### src/fieldbus_map_pkg.sv
`default_nettype none
package fieldbus_map_pkg;
	// clock and processing cycle
	localparam int CLK_PERIOD_NS = 4;
	localparam int PROC_CYCLE_NS = 1000;
	localparam int PROC_CYCLE_TICKS = PROC_CYCLE_NS / CLK_PERIOD_NS;
	localparam int TICK_CNT_W = 8;
	// object layout: byte n sits at bits 8n-1 downto 8n-8
	localparam int OBJ_W = 64;
	localparam int PAIR12_LSB = 0;
	localparam int PAIR34_LSB = 16;
	localparam int PAIR56_LSB = 32;
	localparam int PAIR78_LSB = 48;
	// scaling of transmitted values
	localparam logic [15:0] ANALOG_FULL_SCALE = 16'h4000;
	localparam logic [31:0] PHASE_PER_REV = 32'h0001_0000;
	// control word bits that go to device control
	localparam int CTRL_BIT_SINGLE = 3;
	localparam int CTRL_FIELD_LSB = 8;
	localparam int CTRL_FIELD_MSB = 11;
	// register map
	localparam int REG_ADDR_W = 4;
	localparam int REG_DATA_W = 16;
	localparam logic [3:0] ADDR_SEL34 = 4'h0;
	localparam logic [3:0] ADDR_SEL56 = 4'h1;
	localparam logic [3:0] ADDR_SEL78 = 4'h2;
	localparam logic [3:0] ADDR_STAT_MASK = 4'h3;
	localparam logic [3:0] ADDR_STAT_VALUE = 4'h4;
	localparam logic [3:0] ADDR_TX_PAIR12 = 4'h8;
	localparam logic [3:0] ADDR_TX_PAIR34 = 4'h9;
	localparam logic [3:0] ADDR_TX_PAIR56 = 4'hA;
	localparam logic [3:0] ADDR_TX_PAIR78 = 4'hB;
	localparam logic [3:0] ADDR_RX_CTRL = 4'hC;
	localparam logic [3:0] ADDR_CYCLES = 4'hD;
	// reset values
	localparam logic [1:0] SEL_RESET = 2'h0;
	localparam logic [15:0] STAT_MASK_RESET = 16'h0000;
	localparam logic [15:0] STAT_VALUE_RESET = 16'h0000;
	// selector codes
	localparam logic [1:0] SEL34_ANALOG = 2'h0;
	localparam logic [1:0] SEL34_PH2_LO = 2'h3;
	localparam logic [1:0] SEL56_ANALOG = 2'h0;
	localparam logic [1:0] SEL56_DIG_LO = 2'h1;
	localparam logic [1:0] SEL56_PH1_LO = 2'h2;
	localparam logic [1:0] SEL56_PH2_HI = 2'h3;
	localparam logic [1:0] SEL78_ANALOG = 2'h0;
	localparam logic [1:0] SEL78_DIG_HI = 2'h1;
	localparam logic [1:0] SEL78_PH1_HI = 2'h2;
endpackage : fieldbus_map_pkg
`default_nettype wire

### src/rx_fields_if.sv
`timescale 1ns/100ps
`default_nettype none
interface rx_fields_if;
	logic [15:0] control_word;
	logic [15:0] analog1;
	logic [15:0] analog2;
	logic [15:0] analog3;
	logic [31:0] digital;
	logic [31:0] phase;
	logic valid;
	modport splitter (output control_word, analog1, analog2, analog3,
		digital, phase, valid);
	modport mapper (input control_word, analog1, analog2, analog3,
		digital, phase, valid);
endinterface : rx_fields_if
`default_nettype wire

### src/fieldbus_process_data_mapper.sv
// What this block does
// (RQ1) Copy transmit inputs into the 8-byte object and hand it to the module.
// (RQ2) Bytes 1-2 carry the status word, some bits set by configuration.
// (RQ3) Selector 34 at 0 puts analog word 1 on bytes 3-4.
// (RQ4) Selector 34 at 3 puts phase 2 low half on bytes 3-4.
// (RQ5) Selector 56 at 0 puts analog word 2 on bytes 5-6.
// (RQ6) Selector 56 at 1 puts digital bits 0-15 on bytes 5-6.
// (RQ7) Selector 56 at 2 puts phase 1 low half on bytes 5-6.
// (RQ8) Selector 56 at 3 puts phase 2 high half on bytes 5-6.
// (RQ9) Selector 78 at 0 puts analog word 3 on bytes 7-8.
// (RQ10) Selector 78 at 1 puts digital bits 16-31 on bytes 7-8.
// (RQ11) Selector 78 at 2 puts phase 1 high half on bytes 7-8.
// (RQ12) Analog 16384 is full scale; phase 65536 is one revolution.
// (RQ13) Received bytes 3-4 become analog receive word 1.
// (RQ14) Received bytes 5-8 read as analog words, digital bits or phase.
// (RQ15) Received bytes 1-2 form control word; bits 3,8-11 to device control.
// (RQ16) Undefined selector codes drive their byte pair to zero.
// (RQ17) All eight bytes change together once per processing cycle.
`timescale 1ns/100ps
`default_nettype none
module fieldbus_process_data_mapper
	import fieldbus_map_pkg::*;
(
	// clock and reset
	input wire logic clk,
	input wire logic rst,
	// register port
	input wire logic [REG_ADDR_W-1:0] reg_addr,
	input wire logic [REG_DATA_W-1:0] reg_wdata,
	input wire logic reg_wr,
	input wire logic reg_rd,
	output logic [REG_DATA_W-1:0] reg_rdata,
	// transmit sources
	input wire logic [15:0] status_word,
	input wire logic [15:0] analog_tx_word1,
	input wire logic [15:0] analog_tx_word2,
	input wire logic [15:0] analog_tx_word3,
	input wire logic [31:0] phase_tx_value1,
	input wire logic [31:0] phase_tx_value2,
	input wire logic [31:0] free_digital_output_set,
	// outgoing object to the module
	output logic [OBJ_W-1:0] process_data_object,
	output logic process_data_object_valid,
	// incoming object from the module
	input wire logic [OBJ_W-1:0] rx_object,
	input wire logic rx_object_valid,
	// received fields
	output logic [4:0] device_control_bits,
	output logic [10:0] control_free_bits,
	output logic [15:0] analog_rx_word1,
	output logic [15:0] analog_rx_word2,
	output logic [15:0] analog_rx_word3,
	output logic [31:0] rx_digital_bits,
	output logic [31:0] rx_phase_value,
	output logic rx_fields_valid
);
	typedef struct packed
	{
		logic [1:0] sel34;
		logic [1:0] sel56;
		logic [1:0] sel78;
		logic [15:0] stat_mask;
		logic [15:0] stat_value;
		logic [OBJ_W-1:0] tx_obj;
		logic tx_valid;
		logic [15:0] cycles;
		logic [REG_DATA_W-1:0] rdata;
	} map_state_t;

	map_state_t state_reg;
	map_state_t state_next;
	logic proc_tick;
	logic [15:0] pair12;
	logic [15:0] pair34;
	logic [15:0] pair56;
	logic [15:0] pair78;
	logic [REG_DATA_W-1:0] read_mux;

	rx_fields_if rx ();

	// processing cycle pacing
	proc_cycle_divider u_divider
	(
		.clk(clk),
		.rst(rst),
		.tick(proc_tick)
	);

	// receive-side capture and split
	rx_object_splitter u_splitter
	(
		.clk(clk),
		.rst(rst),
		.rx_object(rx_object),
		.rx_object_valid(rx_object_valid),
		.rx(rx)
	);

	// status word with configured bits overridden
	assign pair12 = (status_word & ~state_reg.stat_mask)
		| (state_reg.stat_value & state_reg.stat_mask); // RQ2

	// bytes 3-4; codes 1 and 2 have no meaning and send zero
	always_comb
	begin
		unique case (state_reg.sel34)
			SEL34_ANALOG: pair34 = analog_tx_word1; // RQ3 RQ12
			SEL34_PH2_LO: pair34 = phase_tx_value2[15:0]; // RQ4
			default: pair34 = 16'h0000; // RQ16
		endcase
	end

	// bytes 5-6; all four codes are in use
	always_comb
	begin
		unique case (state_reg.sel56)
			SEL56_ANALOG: pair56 = analog_tx_word2; // RQ5
			SEL56_DIG_LO: pair56 = free_digital_output_set[15:0]; // RQ6
			SEL56_PH1_LO: pair56 = phase_tx_value1[15:0]; // RQ7
			SEL56_PH2_HI: pair56 = phase_tx_value2[31:16]; // RQ8
		endcase
	end

	// bytes 7-8; code 3 has no meaning and sends zero
	always_comb
	begin
		unique case (state_reg.sel78)
			SEL78_ANALOG: pair78 = analog_tx_word3; // RQ9
			SEL78_DIG_HI: pair78 = free_digital_output_set[31:16]; // RQ10
			SEL78_PH1_HI: pair78 = phase_tx_value1[31:16]; // RQ11
			default: pair78 = 16'h0000; // RQ16
		endcase
	end

	// register readback; unmapped addresses read zero
	always_comb
	begin
		unique case (reg_addr)
			ADDR_SEL34: read_mux = {14'h0000, state_reg.sel34};
			ADDR_SEL56: read_mux = {14'h0000, state_reg.sel56};
			ADDR_SEL78: read_mux = {14'h0000, state_reg.sel78};
			ADDR_STAT_MASK: read_mux = state_reg.stat_mask;
			ADDR_STAT_VALUE: read_mux = state_reg.stat_value;
			ADDR_TX_PAIR12: read_mux = state_reg.tx_obj[PAIR12_LSB +: 16];
			ADDR_TX_PAIR34: read_mux = state_reg.tx_obj[PAIR34_LSB +: 16];
			ADDR_TX_PAIR56: read_mux = state_reg.tx_obj[PAIR56_LSB +: 16];
			ADDR_TX_PAIR78: read_mux = state_reg.tx_obj[PAIR78_LSB +: 16];
			ADDR_RX_CTRL: read_mux = rx.control_word;
			ADDR_CYCLES: read_mux = state_reg.cycles;
			default: read_mux = 16'h0000;
		endcase
	end

	// next state: register writes, object update, read answer
	always_comb
	begin
		state_next = state_reg;
		state_next.tx_valid = 1'b0;
		state_next.rdata = 16'h0000;
		if (reg_wr)
		begin
			unique case (reg_addr)
				ADDR_SEL34: state_next.sel34 = reg_wdata[1:0];
				ADDR_SEL56: state_next.sel56 = reg_wdata[1:0];
				ADDR_SEL78: state_next.sel78 = reg_wdata[1:0];
				ADDR_STAT_MASK: state_next.stat_mask = reg_wdata;
				ADDR_STAT_VALUE: state_next.stat_value = reg_wdata;
				default: ;
			endcase
		end
		// a selector written on the tick takes effect next cycle,
		// so one object never mixes old and new settings
		if (proc_tick)
		begin
			state_next.tx_obj = {pair78, pair56, pair34, pair12}; // RQ17
			state_next.tx_valid = 1'b1; // RQ1
			state_next.cycles = state_reg.cycles + 1'b1;
		end
		if (reg_rd)
			state_next.rdata = read_mux;
	end

	always_ff @(posedge clk or posedge rst)
	begin
		if (rst)
		begin
			state_reg <= '0;
			state_reg.sel34 <= SEL_RESET;
			state_reg.sel56 <= SEL_RESET;
			state_reg.sel78 <= SEL_RESET;
			state_reg.stat_mask <= STAT_MASK_RESET;
			state_reg.stat_value <= STAT_VALUE_RESET;
		end
		else
			state_reg <= state_next;
	end

	// outputs toward the module and software
	assign process_data_object = state_reg.tx_obj; // RQ1
	assign process_data_object_valid = state_reg.tx_valid;
	assign reg_rdata = state_reg.rdata;

	// received control word split by destination
	assign device_control_bits = {rx.control_word[CTRL_FIELD_MSB:
		CTRL_FIELD_LSB], rx.control_word[CTRL_BIT_SINGLE]}; // RQ15
	assign control_free_bits = {rx.control_word[15:12],
		rx.control_word[7:4], rx.control_word[2:0]}; // RQ15
	assign analog_rx_word1 = rx.analog1; // RQ13
	assign analog_rx_word2 = rx.analog2; // RQ14
	assign analog_rx_word3 = rx.analog3; // RQ14
	assign rx_digital_bits = rx.digital; // RQ14
	assign rx_phase_value = rx.phase; // RQ14
	assign rx_fields_valid = rx.valid;

	// ticks are exactly one processing cycle apart
	localparam int TICK_GAP = PROC_CYCLE_TICKS;
endmodule : fieldbus_process_data_mapper
`default_nettype wire

### src/proc_cycle_divider.sv
`timescale 1ns/100ps
`default_nettype none
module proc_cycle_divider
	import fieldbus_map_pkg::*;
(
	// clock and reset
	input wire logic clk,
	input wire logic rst,
	// one-cycle pulse per processing cycle
	output logic tick
);
	typedef struct packed
	{
		logic [TICK_CNT_W-1:0] cnt;
		logic tick;
	} div_state_t;

	div_state_t state_reg;
	div_state_t state_next;

	// free-running count, wraps once per processing cycle
	always_comb
	begin
		state_next = state_reg;
		state_next.tick = 1'b0;
		if (state_reg.cnt == TICK_CNT_W'(PROC_CYCLE_TICKS - 1))
		begin
			state_next.cnt = '0;
			state_next.tick = 1'b1;
		end
		else
			state_next.cnt = state_reg.cnt + 1'b1;
	end

	always_ff @(posedge clk or posedge rst)
	begin
		if (rst)
			state_reg <= '0;
		else
			state_reg <= state_next;
	end

	assign tick = state_reg.tick;
endmodule : proc_cycle_divider
`default_nettype wire

### src/rx_object_splitter.sv
`timescale 1ns/100ps
`default_nettype none
module rx_object_splitter
	import fieldbus_map_pkg::*;
(
	// clock and reset
	input wire logic clk,
	input wire logic rst,
	// incoming object from the module
	input wire logic [OBJ_W-1:0] rx_object,
	input wire logic rx_object_valid,
	// split fields toward the mapper
	rx_fields_if.splitter rx
);
	typedef struct packed
	{
		logic [OBJ_W-1:0] obj;
		logic valid;
	} split_state_t;

	split_state_t state_reg;
	split_state_t state_next;

	// whole object captured at once so fields always belong together
	always_comb
	begin
		state_next = state_reg;
		state_next.valid = rx_object_valid;
		if (rx_object_valid)
			state_next.obj = rx_object;
	end

	always_ff @(posedge clk or posedge rst)
	begin
		if (rst)
			state_reg <= '0;
		else
			state_reg <= state_next;
	end

	// every reading of bytes 5..8 is offered at once
	assign rx.control_word = state_reg.obj[PAIR12_LSB +: 16];
	assign rx.analog1 = state_reg.obj[PAIR34_LSB +: 16]; // RQ13
	assign rx.analog2 = state_reg.obj[PAIR56_LSB +: 16]; // RQ14
	assign rx.analog3 = state_reg.obj[PAIR78_LSB +: 16]; // RQ14
	assign rx.digital = state_reg.obj[PAIR56_LSB +: 32]; // RQ14
	assign rx.phase = state_reg.obj[PAIR56_LSB +: 32]; // RQ14
	assign rx.valid = state_reg.valid;
endmodule : rx_object_splitter
`default_nettype wire

### config.mk
export PLATFORM = sky130hd
export DESIGN_NAME = fieldbus_process_data_mapper
export DESIGN_NICKNAME = d
export VERILOG_FILES = /design/src/fieldbus_map_pkg.sv /design/src/rx_fields_if.sv /design/src/fieldbus_process_data_mapper.sv /design/src/proc_cycle_divider.sv /design/src/rx_object_splitter.sv
export SDC_FILE = /design/constraint.sdc
export NUM_CORES = 1
export LEC_CHECK = 0
export BUFFER_PORTS_ARGS = -buffer_cell sky130_fd_sc_hd__clkbuf_2
export CAP_MARGIN = 10
export CORE_AREA = 2 2 177 179
export DETAILED_ROUTE_END_ITERATION = 8
export DIE_AREA = 0 0 179 181
export PLACE_DENSITY = 0.72
export SLEW_MARGIN = 10
export SYNTH_ARGS = -nofsm -noshare
export SYNTH_HDL_FRONTEND = slang
export SYNTH_SLANG_ARGS = --single-unit
### constraint.sdc
create_clock -name clk -period 18.41 [get_ports clk]
set_input_delay 1.841 -clock clk [delete_from_list [all_inputs] [get_ports clk]]
set_output_delay 1.841 -clock clk [all_outputs]
set_load 0.02 [all_outputs]
==> results.toml <==
[routing]
dr.pass1.iters = 5
vias_per_cell = 5.08
finalWirelength_um = 36100
detail_route.wl_per_cell_um = 22.3
via_count = 8218
routed.top_layer = "met5"
met1Wirelength_um = 13600
wl_met3_um = 2900
ant_nets = 0
drtIter0Drc = 505
wl_met2_um = 18300
route.detailed.drc = 0

[synth]
syn_nets = 1165
synth_area_leader_cell = "dfrtp_1"
synthCells = 911
syn-cell-area_um2 = 10700
ys_types = 48
synth.area.top_cells = "dfrtp_1 (49%), mux2_2 (12%), buf_4 (10%), mux4_2 (3.4%), mux2i_1 (3.3%)"
synthFlopType = "dfrtp_1"
ys_warn_count = 0
yosysSeqAreaShare = 0.487
synth_edf_count = 0
netlist.area_leader.share = 0.487
avgSynthCellArea_um2 = 11.8
async_flop_share = 1.00
synth_seq_cells = 209

[hold_path]
worstHoldPathCells = 1
min_from = "u_divider.state_reg[8]"
holdPathEnd = "u_divider.state_reg[8]"
hold_path.class = "flop to flop"

[clock_network]
cts.sinks = 209
ctsRootBufferMaster = "clkbuf_16"
cts_tree = "yes"
clk_latency_ns = 0.52
cts_hold_buf = 0
postCtsSetupRepairBufs = 0
htreeDepth = 1
cts_max_path_buffers = 3
cts-resized-gates = 0
cts-buffers-inserted = 25
cts.clk_slew.worst_paths_ns = 0.06

[layout]
final_core_util = 0.432
largest_reg_flops = 64
areaGrowthSynthToFinish_pct = 22.2
drive_gt1_frac = 0.531
fillerInstances = 2911
nNetsFinal = 1456

[placed_design]
place_ws_ns = 14.48
hpwl_um = 28800
gp_congestion = 0.822
portBuffers = 458

[die]
start_util = 0.354
coreArea_um2 = 30300
die-area_um2 = 32400
num_rows = 64
ioPinCount = 459
die_width_um = 179
die_h_um = 181

[sta]
fin_skew_ns = 0.0104
max_freq_ghz = 0.292
period_needed_ns = 3.43
setup_viol = 0
timing.hold.ws_ns = 0.489
report.final.slew_viol_count = 0
timing.slew.headroom = 0.241
worstMarginPinSlew_ns = 1.14
setup_ws_ns = 14.98
finalHoldViolCount = 0
fin_crit_sh = 0.186
tns_ns = 0
rsz0062_at_grt = "false"

[setup_path]
crit_arrival_ns = 3.82
reg2reg_setup_slack_ns = 16.06
r2r-end = "process_data_object[16]"
slowest_delay_ns = 0.94
path_cells = "clkbuf_2, nor4b_4, nand2_4, mux2_4"
ff2ff_path_depth = 3
cpMaxStageDelayCell = "nor4b_4"
worst-setup-path-type = "input port to flop"
required_ns = 18.81
r2r-start = "u_divider.tick"
cp_max_fo = 21
end_kind = "flop"
start_kind = "input port"

[flow_run]
maxCapViolations = 0

[grt]
grt_start_max_net_pins = 97
grt_pass1_wl_um = 52700
track_usage = 0.220
grt-ovfl-total = 0
antenna_found_initial = 6
grt_pass1_vias = 8213

[power_and_ir_drop]
ir_worst_vdd_mv = 0.0606
p_leak_uw = 0.00646
p_per_area_nw_per_um2 = 98.9

[outcome]
outcome = "finished, final reports clean"
==> stage by stage <==
step                      instances  cell area, um2  total power, uW
after floorplan                 911           10700              711
after global placement         1571           12200              781
after detailed placement       1571           12200              787
after CTS                      1614           13100             1310
after global routing           1615           13100             1350
final                          1617           13100             1300
==> per-layer routing <==
metal,GRT usage,up-vias
met5,0,-
met4,0.0725,4
met3,0.0564,57
met2,0.394,412
met1,0.254,4028
li1,-,3717
==> cell type report <==
| type | instances | area (um2) | share of cell area |
|---|---|---|---|
| Sequential cell | 209 | 5230 | 0.399 |
| Multi-Input combinational cell | 481 | 4100 | 0.312 |
| Timing Repair Buffer | 464 | 2340 | 0.178 |
| Clock buffer | 36 | 727 | 0.0554 |
| Tap cell | 396 | 495 | 0.0378 |
| Clock inverter | 7 | 138 | 0.0105 |
| Inverter | 21 | 86.3 | 0.00658 |
| Antenna cell | 3 | 7.51 | 0.000572 |
==> cells by family after synthesis <==
kind of cell,Yosys count,share of synthesized area
AOI/OAI and AO/OA,167,0.105
xor gates and xnor gates,20,0.0163
adders and majority gates,5,0.00583
buffers and inverters,221,0.132
DFF,209,0.487
muxes,171,0.196
and+or+nand+nor,118,0.0584
==> synth_stat cells (2+ instances only) <==
| library cell | count |
|---|---|
| a221oi_1 | 15 |
| a31oi_1 | 17 |
| mux2i_1 | 35 |
| clkbuf_1 | 33 |
| xnor2_1 | 12 |
| buf_6 | 3 |
| nor2b_1 | 7 |
| buf_1 | 5 |
| nand3_1 | 13 |
| nor2_1 | 62 |
| and4b_1 | 2 |
| buf_4 | 146 |
| inv_1 | 21 |
| dfrtp_1 | 209 |
| a22o_1 | 14 |
| mux2_2 | 110 |
| o21ai_0 | 4 |
| mux4_2 | 16 |
| nor3b_1 | 3 |
| a32oi_1 | 2 |
| nand4_1 | 3 |
| mux2_4 | 10 |
| buf_2 | 12 |
| a22oi_1 | 45 |
| and3_1 | 5 |
| nand2_4 | 2 |
| nand4b_1 | 2 |
| xor2_1 | 8 |
| nand2_1 | 8 |
| o22ai_1 | 16 |
| a21oi_1 | 49 |
| and4bb_1 | 2 |
| ha_1 | 5 |
==> power by group <==
group / switching [uW] / total (uW) / internal, uW / leakage, uW
Combinational: 123 / 236 / 113 / 0.00360
Clock: 193 / 521 / 328 / 0.000422
Sequential: 46.1 / 541 / 495 / 0.00243
==> critical path, delay by kind of cell <==
family / cells / cell delay, ns
multiplexers: 1 / 0.40
AND/OR/NAND/NOR: 2 / 1.31
buffers and inverters: 1 / 0.26
==> how the worst max path moves through the flow <==
stage,from,to,slack (ns),cells past startpoint
after floorplan,rst,process_data_object[0],10.86,1
after global placement,reg_addr[1],state_reg[106],14.53,4
after detailed placement,reg_addr[1],state_reg[103],14.48,4
after CTS,reg_addr[1],state_reg[101],15.03,4
after global routing,reg_addr[1],state_reg[106],14.86,4
final,reg_addr[1],state_reg[101],14.98,4
==> placed cells by master (no fill, tap or decap), types with 10 or more instances in the layout <==
cell type    n
a22o_1      14
a31oi_1     17
a22oi_1     45
nor2_1      62
mux2_2     110
clkbuf_16   25
clkbuf_2   457
a21oi_1     49
dfrtp_1    208
inv_1       20
mux2i_1     35
xnor2_1     12
mux4_2      16
mux2_4      10
nand3_1     13
a221oi_1    15
o22ai_1     16
Power figures use the tool's default switching activity.
